===== config.mk =====
export PLATFORM = sky130hd
export DESIGN_NAME = pcm_top
export DESIGN_NICKNAME = d
export VERILOG_FILES = /design/src/design/pcm_pkg.sv /design/src/design/pcm_sync.sv /design/src/design/pcm_top.sv
export VERILOG_INCLUDE_DIRS = /design/src /design/src/design
export SDC_FILE = /design/constraint.sdc
export NUM_CORES = 1
export LEC_CHECK = 0
export BUFFER_PORTS_ARGS = -buffer_cell sky130_fd_sc_hd__buf_2
export CAP_MARGIN = 25
export CORE_ASPECT_RATIO = 0.8
export CORE_MARGIN = 8
export CORE_UTILIZATION = 54
export DETAILED_ROUTE_END_ITERATION = 8
export PLACE_DENSITY_LB_ADDON = 0.05
export RECOVER_POWER = 50
export SLEW_MARGIN = 20
export SYNTH_ARGS = -nofsm -noshare
export SYNTH_HDL_FRONTEND = slang
export SYNTH_SLANG_ARGS = --single-unit

===== constraint.sdc =====
create_clock -name clk_sys_i -period 2 [get_ports clk_sys_i]
set_input_delay 0.1 -clock clk_sys_i [delete_from_list [all_inputs] [get_ports clk_sys_i]]
set_output_delay 0.1 -clock clk_sys_i [all_outputs]
set_load 0.05 [all_outputs]

===== src/design/pcm_cfg.svh =====
/*
 * Constants of the control-pin and management block: register offsets,
 * field positions, reset values, frame lengths and timing counts.
 * Assumes a 25 MHz system clock and a clause 22 management frame.
 */
`ifndef PCM_CFG_SVH
`define PCM_CFG_SVH

// Register offsets (5-bit management register address)
`define PCM_REG_INT_TEST 5'h11
`define PCM_REG_INTERRUPT_STATUS_THREE 5'h18

// Interrupt test control: bit that makes the interrupt pin active high
`define PCM_POL_BIT 3
`define PCM_TEST_RST 16'h0000
`define PCM_TEST_WMASK 16'h0008

// Interrupt status three: enables in [1:0], sticky flags in [9:8]
`define PCM_EN_LO 0
`define PCM_STAT_LO 8
`define PCM_EV_POR 0
`define PCM_EV_WAKE 1
`define PCM_EN_RST 2'h1
`define PCM_STAT_RST 2'h0

// Management frame
`define PCM_PRE_LEN 6'h20
`define PCM_HDR_LAST 4'hB
`define PCM_DATA_LAST 4'hF
`define PCM_TA_LAST 4'h1
`define PCM_OP_RD 2'h2
`define PCM_OP_WR 2'h1

// Timing: clock period and least reset pulse, both in ns
`define PCM_CLK_NS 40
`define PCM_RST_MIN_NS 1000
`define PCM_RST_MIN_CYC ((`PCM_RST_MIN_NS + `PCM_CLK_NS - 1) / `PCM_CLK_NS)

// Synchroniser width: mdc, mdio, reset pin, enable, wake, five straps
`define PCM_SYNC_W 10

`endif


===== src/design/pcm_pkg.sv =====
/*
 * Types of the control-pin and management block.
 * Assumes nothing of its surroundings.
 */
package pcm_pkg;

   // Operating state of the device as seen at the control pins
   typedef enum logic [1:0] {
      PS_RESET = 2'b00,
      PS_ACTIVE = 2'b01,
      PS_SLEEP = 2'b10,
      PS_DISABLED = 2'b11
   } pcm_pwr_t;

   // Position within a management frame
   typedef enum logic [2:0] {
      MS_PRE = 3'b000,
      MS_START = 3'b001,
      MS_HDR = 3'b010,
      MS_TA = 3'b011,
      MS_DATA = 3'b100
   } pcm_mgmt_t;

endpackage : pcm_pkg


===== src/design/pcm_sync.sv =====
/*
 * Two-stage synchroniser for a vector of independent levels.
 * Assumes each bit is a level from outside the system clock domain.
 */
`timescale 1ns/1ps
`default_nettype none

module pcm_sync #(
   parameter int W = 1
) (
   // Clock, reset, enable
   input wire logic clk_sys_i,
   input wire logic srst_i,
   input wire logic ce_i,
   // Levels
   input wire logic [W-1:0] async_i,
   output logic [W-1:0] sync_o
);

   logic [W-1:0] stage1; // Read only by stage two
   logic [W-1:0] stage2; // Safe copy
   logic [W-1:0] next_stage1;
   logic [W-1:0] next_stage2;

   // Next values, frozen while the enable is low
   always_comb begin
      next_stage1 = ce_i ? async_i : stage1;
      next_stage2 = ce_i ? stage1 : stage2;
   end

   // Registers
   always_ff @(posedge clk_sys_i) begin
      if (srst_i) begin
         stage1 <= '0;
         stage2 <= '0;
      end else begin
         stage1 <= next_stage1;
         stage2 <= next_stage2;
      end
   end

   assign sync_o = stage2;

endmodule : pcm_sync

`default_nettype wire


===== src/design/pcm_top.sv =====
/*
 * Control pins and serial management port of a single-pair Ethernet
 * transceiver: reset, enable, wake, inhibit, interrupt and a clause 22
 * management slave holding the interrupt registers.
 * Assumes all pins are asynchronous to clk_sys_i and that the management
 * clock is well below the system clock (sampled by edge detection).
 */
`timescale 1ns/1ps
`default_nettype none
`include "pcm_cfg.svh"

module pcm_top (
   // Clock, reset, enable
   input wire logic clk_sys_i,
   input wire logic srst_i,
   input wire logic ce_i,
   // Management port pins
   input wire logic mdc_i,
   input wire logic mdio_i,
   output logic mdio_out_o,
   output logic mdio_oe_o,
   // Control pins
   input wire logic reset_pin_n_i,
   input wire logic enable_i,
   input wire logic wake_i,
   input wire logic [4:0] strap_i,
   output logic inhibit_out_o,
   output logic int_out_o,
   output logic int_oe_o,
   // Internal side
   input wire logic sleep_req_i,
   output logic blocks_on_o,
   output logic [4:0] strap_o
);

   localparam logic [4:0] RST_LAST = 5'(`PCM_RST_MIN_CYC - 1);

   // Synchronised pins
   logic [`PCM_SYNC_W-1:0] pins_s;
   logic s_mdc, s_mdio, s_rstn, s_en, s_wake;
   logic [4:0] s_strap;

   // Pins cross through two flops; the clocks are unrelated
   pcm_sync #(.W(`PCM_SYNC_W)) u_sync (
      .clk_sys_i(clk_sys_i),
      .srst_i(srst_i),
      .ce_i(ce_i),
      .async_i({strap_i, wake_i, enable_i, reset_pin_n_i, mdio_i, mdc_i}),
      .sync_o(pins_s)
   );
   assign {s_strap, s_wake, s_en, s_rstn, s_mdio, s_mdc} = pins_s;

   // Power state group
   pcm_pkg::pcm_pwr_t pwr, next_pwr; // Operating state
   logic [4:0] low_cnt, next_low_cnt; // Cycles the reset pin has been low
   logic wake_hold, next_wake_hold; // Wake high since reset release, cleared when wake falls
   logic [4:0] strap, next_strap; // Captured straps (PHY address)
   logic por_set, wake_set; // One-cycle events
   logic pin_rst; // Reset pin held long enough

   // Power sequencing
   always_comb begin
      next_pwr = pwr;
      next_low_cnt = low_cnt;
      next_wake_hold = wake_hold & s_wake;
      next_strap = strap;
      por_set = 1'b0;
      wake_set = 1'b0;
      pin_rst = !s_rstn && (low_cnt == RST_LAST);
      // Count low cycles; short glitches never reset the device
      if (s_rstn) begin
         next_low_cnt = 5'h00;
      end else if (low_cnt != RST_LAST) begin
         next_low_cnt = low_cnt + 5'h01;
      end
      if (pin_rst) begin
         next_pwr = pcm_pkg::PS_RESET;
      end else begin
         case (pwr)
            pcm_pkg::PS_RESET: begin
               // Leave reset once the pin is high; resample straps
               if (s_rstn) begin
                  next_strap = s_strap;
                  next_wake_hold = s_wake;
                  por_set = 1'b1;
                  next_pwr = s_en ? pcm_pkg::PS_ACTIVE : pcm_pkg::PS_DISABLED;
               end
            end
            pcm_pkg::PS_ACTIVE: begin
               if (!s_en) begin
                  next_pwr = pcm_pkg::PS_DISABLED;
               end else if (sleep_req_i && !s_wake && !wake_hold) begin
                  next_pwr = pcm_pkg::PS_SLEEP;
               end
            end
            pcm_pkg::PS_SLEEP: begin
               if (!s_en) begin
                  next_pwr = pcm_pkg::PS_DISABLED;
               end else if (s_wake) begin
                  next_pwr = pcm_pkg::PS_ACTIVE;
                  wake_set = 1'b1;
               end
            end
            pcm_pkg::PS_DISABLED: begin
               // Blocks stay off and inhibit stays high until enable returns
               if (s_en) begin
                  next_pwr = pcm_pkg::PS_ACTIVE;
               end
            end
            default: begin
               next_pwr = pcm_pkg::PS_RESET;
            end
         endcase
      end
   end

   // Power state registers
   always_ff @(posedge clk_sys_i) begin
      if (srst_i) begin
         pwr <= pcm_pkg::PS_RESET;
         low_cnt <= 5'h00;
         wake_hold <= 1'b0;
         strap <= 5'h00;
      end else if (ce_i) begin
         pwr <= next_pwr;
         low_cnt <= next_low_cnt;
         wake_hold <= next_wake_hold;
         strap <= next_strap;
      end
   end

   // Inhibit and block power follow the state directly
   assign inhibit_out_o = (pwr == pcm_pkg::PS_SLEEP) || (pwr == pcm_pkg::PS_DISABLED);
   assign blocks_on_o = (pwr == pcm_pkg::PS_ACTIVE);
   assign strap_o = strap;

   // Register decode: bit 0 test control, bit 1 status three
   function automatic logic [1:0] pcm_dec(input logic [4:0] addr);
      pcm_dec = {addr == `PCM_REG_INTERRUPT_STATUS_THREE, addr == `PCM_REG_INT_TEST};
   endfunction : pcm_dec

   // Management frame group
   pcm_pkg::pcm_mgmt_t ms, next_ms; // Frame position
   logic mdc_d, next_mdc_d; // Previous synchronised clock
   logic [5:0] pre_cnt, next_pre_cnt; // Ones seen in preamble
   logic [3:0] bit_cnt, next_bit_cnt; // Bit within field
   logic [15:0] shreg, next_shreg; // Header, write or read data
   logic [4:0] raddr, next_raddr; // Addressed register
   logic is_rd, next_is_rd; // Read addressed to us
   logic is_wr, next_is_wr; // Write addressed to us
   logic oe, next_oe; // Read drive window; zero bits pull the line low
   logic mdc_rise; // Sampling edge
   logic [11:0] hdr; // Header including current bit
   logic wr_stb; // Register write, one cycle
   logic rd_take; // Read data latched, one cycle
   logic [15:0] wr_data;
   logic [15:0] test_reg, next_test_reg; // Interrupt test control
   logic [1:0] int_en, next_int_en; // Trigger enables
   logic [1:0] int_stat, next_int_stat; // Sticky flags
   logic int_out, next_int_out; // Registered pin level
   logic int_oe, next_int_oe; // Registered pin drive
   logic irq; // Enabled flag pending
   logic [1:0] ev; // Trigger events this cycle
   logic [1:0] clr; // Flags cleared by a read
   logic [1:0] sel; // Decoded register
   logic [15:0] rd_data; // Value of the addressed register

   // Frame receive and transmit, stepped on each rising clock
   always_comb begin
      next_ms = ms;
      next_mdc_d = s_mdc;
      next_pre_cnt = pre_cnt;
      next_bit_cnt = bit_cnt;
      next_shreg = shreg;
      next_raddr = raddr;
      next_is_rd = is_rd;
      next_is_wr = is_wr;
      next_oe = oe;
      wr_stb = 1'b0;
      rd_take = 1'b0;
      wr_data = {shreg[14:0], s_mdio};
      hdr = {shreg[10:0], s_mdio};
      // Rate independent: only edges count, no timeout
      mdc_rise = s_mdc && !mdc_d;
      if (mdc_rise) begin
         case (ms)
            pcm_pkg::MS_PRE: begin
               // Count ones; a zero after a full preamble starts a frame
               if (s_mdio) begin
                  if (pre_cnt != `PCM_PRE_LEN) begin
                     next_pre_cnt = pre_cnt + 6'h01;
                  end
               end else begin
                  next_pre_cnt = 6'h00;
                  if (pre_cnt == `PCM_PRE_LEN) begin
                     next_ms = pcm_pkg::MS_START;
                  end
               end
            end
            pcm_pkg::MS_START: begin
               // Second start bit must be one, else hunt again
               next_bit_cnt = 4'h0;
               next_ms = s_mdio ? pcm_pkg::MS_HDR : pcm_pkg::MS_PRE;
            end
            pcm_pkg::MS_HDR: begin
               next_shreg = {shreg[14:0], s_mdio};
               if (bit_cnt == `PCM_HDR_LAST) begin
                  // Only frames for the captured strap address are answered
                  next_raddr = hdr[4:0];
                  next_is_rd = (hdr[11:10] == `PCM_OP_RD) && (hdr[9:5] == strap);
                  next_is_wr = (hdr[11:10] == `PCM_OP_WR) && (hdr[9:5] == strap);
                  next_bit_cnt = 4'h0;
                  next_ms = pcm_pkg::MS_TA;
               end else begin
                  next_bit_cnt = bit_cnt + 4'h1;
               end
            end
            pcm_pkg::MS_TA: begin
               if (bit_cnt != `PCM_TA_LAST) begin
                  // Reads pull the second turnaround bit low
                  next_bit_cnt = `PCM_TA_LAST;
                  next_oe = is_rd;
                  next_shreg = 16'h0000;
               end else begin
                  // Data is taken once here, so a clearing read acts once
                  next_bit_cnt = 4'h0;
                  next_ms = pcm_pkg::MS_DATA;
                  if (is_rd) begin
                     next_shreg = rd_data;
                     rd_take = 1'b1;
                  end
               end
            end
            pcm_pkg::MS_DATA: begin
               // Reads shift ones in behind the data so the line releases
               next_shreg = is_rd ? {shreg[14:0], 1'b1} : wr_data;
               if (bit_cnt == `PCM_DATA_LAST) begin
                  wr_stb = is_wr;
                  next_oe = 1'b0;
                  next_is_rd = 1'b0;
                  next_is_wr = 1'b0;
                  next_pre_cnt = 6'h00;
                  next_ms = pcm_pkg::MS_PRE;
               end else begin
                  next_bit_cnt = bit_cnt + 4'h1;
               end
            end
            default: begin
               next_ms = pcm_pkg::MS_PRE;
            end
         endcase
      end
      // A pin reset abandons any frame and releases the line
      if (pin_rst) begin
         next_ms = pcm_pkg::MS_PRE;
         next_pre_cnt = 6'h00;
         next_oe = 1'b0;
         next_is_rd = 1'b0;
         next_is_wr = 1'b0;
      end
   end

   // Frame registers; all of them, data flops included, are reset by srst_i
   always_ff @(posedge clk_sys_i) begin
      if (srst_i) begin
         ms <= pcm_pkg::MS_PRE;
         mdc_d <= 1'b0;
         pre_cnt <= 6'h00;
         bit_cnt <= 4'h0;
         shreg <= 16'hFFFF;
         raddr <= 5'h00;
         is_rd <= 1'b0;
         is_wr <= 1'b0;
         oe <= 1'b0;
      end else if (ce_i) begin
         ms <= next_ms;
         mdc_d <= next_mdc_d;
         pre_cnt <= next_pre_cnt;
         bit_cnt <= next_bit_cnt;
         shreg <= next_shreg;
         raddr <= next_raddr;
         is_rd <= next_is_rd;
         is_wr <= next_is_wr;
         oe <= next_oe;
      end
   end

   // Only low levels are driven; ones are left to the pull-up
   assign mdio_out_o = shreg[15];
   assign mdio_oe_o = oe && !shreg[15];

   // Read data of the addressed register
   assign sel = pcm_dec(raddr);
   always_comb begin
      rd_data = 16'h0000;
      if (sel[0]) begin
         rd_data = test_reg;
      end
      if (sel[1]) begin
         rd_data[`PCM_EN_LO +: 2] = int_en;
         rd_data[`PCM_STAT_LO +: 2] = int_stat;
      end
   end

   // Interrupt registers, sticky flags and pin drive
   always_comb begin
      next_test_reg = test_reg;
      next_int_en = int_en;
      irq = |(int_stat & int_en);
      ev = 2'h0;
      ev[`PCM_EV_POR] = por_set;
      ev[`PCM_EV_WAKE] = wake_set;
      // Reading status three clears its flags
      clr = (rd_take && sel[1]) ? 2'h3 : 2'h0;
      // Only enabled triggers flag; a set beats a clear
      next_int_stat = (int_stat & ~clr) | (ev & int_en);
      if (wr_stb && sel[0]) begin
         next_test_reg = wr_data & `PCM_TEST_WMASK;
      end
      if (wr_stb && sel[1]) begin
         next_int_en = wr_data[`PCM_EN_LO +: 2];
      end
      // Active low pulls only while an enabled flag is pending; active high drives both levels
      next_int_out = test_reg[`PCM_POL_BIT] & irq;
      next_int_oe = test_reg[`PCM_POL_BIT] | irq;
      // Pin reset restores defaults; power-on trigger stays on
      if (pin_rst) begin
         next_test_reg = `PCM_TEST_RST;
         next_int_en = `PCM_EN_RST;
         next_int_stat = `PCM_STAT_RST;
         next_int_out = 1'b0;
         next_int_oe = 1'b0;
      end
   end

   // Interrupt register flops
   always_ff @(posedge clk_sys_i) begin
      if (srst_i) begin
         test_reg <= `PCM_TEST_RST;
         int_en <= `PCM_EN_RST;
         int_stat <= `PCM_STAT_RST;
         int_out <= 1'b0;
         int_oe <= 1'b0;
      end else if (ce_i) begin
         test_reg <= next_test_reg;
         int_en <= next_int_en;
         int_stat <= next_int_stat;
         int_out <= next_int_out;
         int_oe <= next_int_oe;
      end
   end

   assign int_out_o = int_out;
   assign int_oe_o = int_oe;
endmodule : pcm_top

`default_nettype wire


Word-level counts from Yosys, hierarchy flattened
Index checks and enable logic that the tools add are counted.
Widths: inputs -> output; s select.
{"block": "totals", "regBits": 93, "in_bits": 14, "out_inout_bits": 11, "wordCells": 179}
{"block": "classes", "n_addsub": 3, "n_eq_ne": 32, "mux": 75, "n_bitwise": 9, "n_reduce_logical": 40}
{"op": "$mux 16", "count": 5}
{"op": "$pmux 16 s3", "count": 1}
{"op": "$mux 1", "count": 31}
{"op": "$mux 2", "count": 15}
{"op": "$mux 6", "count": 5}
{"op": "$mux 3", "count": 7}
{"op": "$ne 3x3->1 const B", "count": 7}
{"op": "$reduce_and 5->1", "count": 4}
{"op": "$pmux 4 s4", "count": 1}
{"op": "$reduce_and 4->1", "count": 4}
{"op": "$eq 5x5->1 const B", "count": 3}
{"op": "$pmux 3 s5", "count": 1}
{"op": "$pmux 6 s2", "count": 1}
{"op": "$reduce_bool 3->1", "count": 4}
{"op": "$logic_and 1x1->1", "count": 10}
{"op": "$mux 5", "count": 2}
{"op": "$eq 4x4->1 const B", "count": 2}
{"op": "$mux 4", "count": 2}
{"op": "$ne 4x4->1 const B", "count": 2}
{"op": "$pmux 2 s4", "count": 1}
{"op": "$reduce_bool 2->1", "count": 4}
{"op": "$reduce_and 7->1", "count": 1}
{"op": "$add 6x1->6 const B", "count": 1}
{"op": "$and 2x2->2", "count": 3}
{"op": "28 further kinds", "count": 42}

Longest topological paths before layout
Gate-level depths: netlist of run 1.
{"block": "logic_depth", "word_depth": 10, "depth_mapped": 8, "mapped_depth_nobuf": 7}

Cells and area by module
From an unflattened synthesis of run 1, not the netlist that was laid out.
{"block": "hier_totals", "hier_cells": 395, "area_unflattened_um2": 3649.8}
{"mod": "pcm_top", "n_inst": 1, "cells_per_inst": 331, "area_each_um2": 2944.1, "seq_area_each_um2": 1161.1}
{"mod": "pcm_sync", "n_inst": 1, "cells_per_inst": 64, "area_each_um2": 705.7, "seq_area_each_um2": 400.4}

Worst setup path before layout of run 1
OpenSTA, ideal clock, no wires.
{"block": "synth_path", "path_kind": "register to register", "start": "register bit_cnt[0]", "end": "register shreg[5]", "setup_time_ps": 120, "arrival_ps": 1805, "required_time_ps": 1880, "path_slack_ps": 75, "path_stages_with_launch": 7, "path_buffers": 0, "synth_period_minus_slack_ps": 1925, "path_cell_list": "dfxtp_1 ha_1 or3b_4 or2_4 o221a_4 and3_1 a211o_1"}
{"block": "synth_between", "elab_chain_len": 3, "elab_cells_between_ends": 5, "cone_classes": "eq/ne (2); mux (2); reduce/logical (1)"}
{"item": "start: declaration", "line": "pcm_top.sv:146", "rtl": "logic [3:0] bit_cnt, next_bit_cnt;"}
{"item": "start signal: assignment", "line": "pcm_top.sv:279", "rtl": "bit_cnt <= next_bit_cnt;"}
{"item": "$ne 4x1->1 (no line) *"}
{"item": "$ne 3x3->1 (no line) / $mux 16 (equally long branches)"}
{"item": "$reduce_and 4->1 (no line) / $pmux 16 s3 (equally long branches)"}
{"item": "end signal: assignment", "line": "pcm_top.sv:280", "rtl": "shreg <= next_shreg;"}
{"item": "end: declaration", "line": "pcm_top.sv:147", "rtl": "logic [15:0] shreg, next_shreg;"}
Every way passes the cells marked *; elsewhere a longest branch is shown, timed or not.
A chain may end at the register's enable or synchronous reset.

Final worst setup path of run 1
{"block": "layout_path", "start": "register bit_cnt[1]", "end": "register shreg[5]"}
Same word-level chain as after synthesis.

==> reports/results.tsv, run 1 <==
metric	value	unit
status	completed	
finalWeightedCongestion	0.813	
syn_nets	431	
core-area	6760	µm²
path_clk_slew	0.08	ns
crit_arrival	2.20	ns
r2r_setup_slack	0.04	ns
detailedPlace.worstSlack	-0.0290	ns
drive_above_1_share	16.6	%
vias_per_cell	5.71	
finalNonFillerCells	556	
most-common-layout-cells	75 x dfxtp_1, 48 x nor2_1, 39 x nand2_1, 32 x mux2i_1, 27 x buf_4	
first_iter_violations	162	
antenna_cells	0	
hold_viol_final	0	
setup_ws	0.0378	ns
cts_max_path_buffers	2	
finalCritPeriodShare	98.1	%
synthCells	411	
leakage	1.69	nW
cp-start-kind	register	
grt_pass1_vias	3176	
ys_ff_latch	78	
drv_cap	0	
holdCritPathClass	input pin to register	
ff2ff_path_depth	7	
grt_overflow	0	
initial_utilization	54.6	%
yosysWarnings	0	
cts_sinks	78	
cts_root_buf	clkbuf_8	
cts_htree_levels	3	
post-place-cells	529	
antenna_found_initial	0	
cts_tree	yes	
ys_seq_area_share	42.3	%
multiInputGateArea	2020	µm²
ys_types	64	
crit-reg2reg-launch	bit_cnt[1]	
min_period	1.96	ns
final_util	64.5	%
area_delta_synth_final	18.1	%
setup_viol	0	
drc_errors	0	
die_y	89.9	µm
critical_path_class	register to register	
num_io_pins	25	
worstHoldPathCells	2	
grt_pass1_wl	15.2	mm
hold_start	srst_i	
wl	8.79	mm
die_x	108	µm
netlist_area	3690	µm²
row_count	27	
clock.fmax	0.510	GHz
synth_edf_count	0	
p_per_area	694	nW/µm²
regMostFlops	shreg	
vias	3172	
io_buffers	24	
dp_hpwl	6.06	mm
peakVddDrop	0.585	mV
regArea	1570	µm²
wire_per_inst	15.8	µm
final_common_cell	dfxtp_1	
max_slew_margin	59.5	%
grt_max_degree	37	
die_area	9750	µm²
fill_cells	613	
critPathCaptureType	register	
slew_viol_final	0	
firstDrtPassIters	5	
holdPathEnd	raddr[0]	
worstPathRequired	2.23	ns
critPathMaxFanout	5	
insertion_delay	0.34	ns
async_reset_ff_share	0	%
largest_register_ffs	16	
grt_use_total	19.1	%
worst_slew_pin_slew	0.611	ns
setup_tns	0	ns
numCtsBuffers	9	
avgSynthCellArea	8.98	µm²
fin_skew	0.00721	ns
synthFlopType	dfxtp_1	
ant_nets	0	
r2r-end	shreg[5]	
nNetsFinal	486	
cell usage after synthesis, drive strengths merged (3+ instances only):
cell type	count	area [µm²]
dfxtp	78	1560
nor2	48	180
nand2	39	146
mux2i	32	320
nand3	23	115
a21oi	17	88.8
o21ai	17	85.1
buf	12	67.6
inv	10	37.5
nor2b	10	62.6
clkbuf	9	33.8
nor3	8	45.0
xnor2	8	70.1
a31oi	7	43.8
and3	6	37.5
ha	6	75.1
nand2b	5	31.3
nand3b	5	37.5
nand4	5	31.3
o211ai	5	37.5
a211o	4	35.0
a22oi	4	30.0
mux2	3	33.8
nor3b	3	33.8
nor4b	3	26.3
o31ai	3	22.5
metal layers:
layer	share of wire [%]	GRT usage, %	vias up	routed length (µm)
met5	0	0	-	0
met2	48	30.6	61	4200
met3	5.2	5.21	9	453
li1	-	-	1586	-
met1	46	24.5	1516	4060
met4	0.90	4.66	0	79
worst max-delay path, cell delays in order, from the launching register on:
cell	delay, ns
dfxtp_2	0.33
inv_2	0.06
ha_4	0.11
or3b_4	0.37
or2_4	0.25
o221a_4	0.29
and3_4	0.18
a211o_1	0.26
repair_timing:
item | 4_1_cts | 5_1_grt
setup buffers | 3 | 0
gates resized for setup | 4 | 10
endpoints found under the hold margin | 10 | 0
hold buffers | 10 | 0
pin swaps | 3 | 4
endpoints found under the setup margin | 7 | 18
final cells by class:
| cell class | count | share of cell area [%] |
|---|---|---|
| clock inverters | 3 | 1.06 |
| flip-flops and latches | 78 | 36.0 |
| repair buffers | 65 | 9.79 |
| multi-input cells | 301 | 46.5 |
| clock buffers | 11 | 3.25 |
| well taps | 87 | 2.50 |
| inverters | 11 | 0.948 |
kinds of logic (layout without fill, tap and decap cells):
logic type                 after synthesis  after routing  synth area share [%]
AOI/OAI and AO/OA                       82             82                  15.8
xor gates and xnor gates                10             10                  2.37
adders and majority gates                6              6                  2.03
buffers and inverters                   32             90                  3.87
DFF                                     78             78                  42.3
muxes                                   35             35                  9.60
and+or+nand+nor                        168            168                  24.0
report_power, final:
group | total, mW | internal, mW | switching [mW]
Combinational | 0.249 | 0.101 | 0.149
Clock | 1.15 | 0.600 | 0.553
Sequential | 1.62 | 1.58 | 0.0369
metrics by stage:
step / power (mW) / area (µm²) / hold slack, ns
global route: 3.15 / 4360 / 0.129
detailed placement: 1.90 / 4030 / 0.343
floorplan: 1.83 / 3690 / 0.247
global placement: 1.89 / 4030 / 0.332
finish: 3.02 / 4360 / 0.132
CTS: 3.06 / 4350 / 0.114
worst max-delay path by stage:
stage,startpoint,slack [ns],end
after floorplan,bit_cnt[0],0.08,shreg[5]
after global placement,bit_cnt[0],0.02,shreg[7]
after detailed placement,bit_cnt[0],-0.03,shreg[6]
after CTS,bit_cnt[1],-0.0006,shreg[7]
final,bit_cnt[1],0.04,shreg[5]
after global routing,bit_cnt[1],-0.03,ms[1]
(Power assumes the default switching activity.)
==> run 2: changes to the inputs <==
Settings changed: CORE_UTILIZATION 54 to 57.
Clock period 2 ns to 1.85 ns, I/O delays scaled along.
==> run 2 against run 1 <==
The run now ends with negative setup slack left. Register-to-register slack lost 0.15 ns. Final cell count increased by 1.4%. Routed wire length grew 2.6%.
==> reports/results.tsv, run 2 (synthesis results as in run 1) <==
metric	value	unit	change
status	finished with violations		
violations	negative setup slack		
rsz0062_at_grt	yes		
crit_arrival	2.21	ns	about the same
wire_per_inst	16.0	µm	+1.2%
worst_slew_pin_slew	0.679	ns	+0.0686 ns
antenna_cells	0		unchanged
grt_max_degree	31		-16%
cts_htree_levels	3		unchanged
p_per_area	773	nW/µm²	+11%
drv_cap	0		unchanged
largest_register_ffs	16		unchanged
setup_viol	12		+12
slowest_stage	or3b_4		
io_buffers	24		unchanged
regMostFlops	shreg		
ant_nets	0		unchanged
initial_utilization	58.5	%	+3.9 points
crit_path_max_incr_delay	0.37	ns	about the same
clock.fmax	0.510	GHz	about the same
r2r_setup_slack	-0.11	ns	-0.15 ns
detailedPlace.worstSlack	-0.0994	ns	-0.0705 ns
regArea	1570	µm²	about the same
drive_above_1_share	21.7	%	+5.0 points
antenna_found_initial	0		unchanged
placed_area	4120	µm²	+2.3%
dp_hpwl	6.21	mm	+2.4%
cts_max_path_buffers	2		unchanged
min_period	1.96	ns	-0.00110 ns
grt_use_total	19.7	%	+0.68 points
ff2ff_path_depth	7		unchanged
most-common-layout-cells	74 x dfxtp_1, 48 x nor2_1, 38 x nand2_1, 35 x buf_4, 32 x mux2i_1		
vias_per_cell	5.73		+0.42%
grt_overflow	0		unchanged
setup_ws	-0.111	ns	-0.149 ns
peakVddDrop	0.699	mV	+20%
drc_errors	0		unchanged
worstHoldPathCells	5		+3
cts_tree	yes		
max_slew_margin	54.7	%	-4.7 points
finalWeightedCongestion	0.850		+4.5%
cts_sinks	78		unchanged
grt_pass1_wl	14.9	mm	-2.4%
hold_viol_final	0		unchanged
die_y	88.0	µm	-2.2%
fin_area	4550	µm²	+4.5%
fill_cells	525		-14%
insertion_delay	0.36	ns	+0.02 ns
row_count	26		-3.7%
worstPathRequired	2.10	ns	-0.13 ns
core-area	6310	µm²	-6.6%
die_area	9320	µm²	-4.4%
slew_viol_final	0		unchanged
first_iter_violations	248		+53%
num_io_pins	25		unchanged
path_cells	inv_2, ha_4, or3b_4, or2_4, o221a_4, and3_4, a211o_1		
cts_root_buf	clkbuf_8		
grt_pass1_vias	3046		-4.1%
setup_tns	-0.532	ns	-0.532 ns
nNetsFinal	495		+1.9%
critPathMaxFanout	5		unchanged
cp-start-kind	register		
leakage	1.78	nW	+5.3%
critical_path_class	register to register		
post-place-cells	537		+1.5%
area_delta_synth_final	23.3	%	
finalNonFillerCells	564		+1.4%
holdCritPathClass	input pin to register		
final_common_cell	dfxtp_1		
crit-reg2reg-launch	bit_cnt[1]		
hold_start	sleep_req_i		
multiInputGateArea	2090	µm²	+3.1%
path_clk_slew	0.08	ns	about the same
wl	9.03	mm	+2.6%
critPathCaptureType	register		
fin_skew	0.0110	ns	+0.00375 ns
r2r-end	shreg[6]		
finalCritPeriodShare	106	%	+7.9 points
die_x	106	µm	-2.3%
numCtsBuffers	9		unchanged
holdPathEnd	pwr[0]		
firstDrtPassIters	4		-1
cts_setup_buffers	0		-3
vias	3231		+1.9%
run 2: final cells by class:
cell class                 count  area share (%)
tap                           84            2.31
multi-input combinational    301            45.9
clock buffer                  10            3.02
timing repair buffer          74            11.4
sequential                    78            34.5
clock inverter                 6            2.01
inverter                      11           0.907
run 2: worst max path at each step:
| stage | depth (start not counted) | slack [ns] | endpoint | start |
|---|---|---|---|---|
| final | 7 | -0.11 | shreg[6] | bit_cnt[1] |
| after global routing | 7 | -0.16 | shreg[6] | bit_cnt[1] |
| after CTS | 6 | -0.09 | shreg[6] | bit_cnt[0] |
| after detailed placement | 7 | -0.1 | pre_cnt[4] | bit_cnt[0] |
| after global placement | 7 | -0.06 | shreg[5] | bit_cnt[1] |
| after floorplan | 7 | -0.05 | shreg[5] | bit_cnt[1] |
run 2: layer usage:
metal  vias to the layer above  part of all wire (%)  track usage [%]
met5                         -                     0                0
met1                      1534                    45             25.1
li1                       1608                     -                -
met3                         8                   4.6             5.22
met4                         0                  0.73             4.59
met2                        81                    50             32.8
run 2: what timing repair did:
item	CTS	global route
setup endpoints to repair	10	34
resized for setup	6	25
pin swaps	1	11
endpoints found under the hold margin	13	0
hold buffers	11	0
run 2: worst max-delay path, delay by kind of cell (launching register included):
family / cells / cell delay (ns)
simple gates: 3 / 0.83
compound gates: 2 / 0.53
flops: 1 / 0.33
fa+ha+maj: 1 / 0.11
buf+inv: 1 / 0.06
run 2: metrics by stage:
stage                     hold WS [ns]  total power, mW  util [%]
after floorplan                  0.240             1.98         -
after global placement           0.325             2.05      65.3
after detailed placement         0.337             2.06      65.3
after CTS                        0.237             3.55      71.0
after global routing             0.294             3.65      72.1
final                            0.253             3.52      72.1
run 2: report_power, final:
part	internal, mW	leakage [nW]	total, mW	switching [mW]
Combinational	0.125	1.03	0.296	0.171
Sequential	1.71	0.635	1.75	0.0373
Clock	0.806	0.117	1.47	0.668
Total	2.64	1.78	3.52	0.877
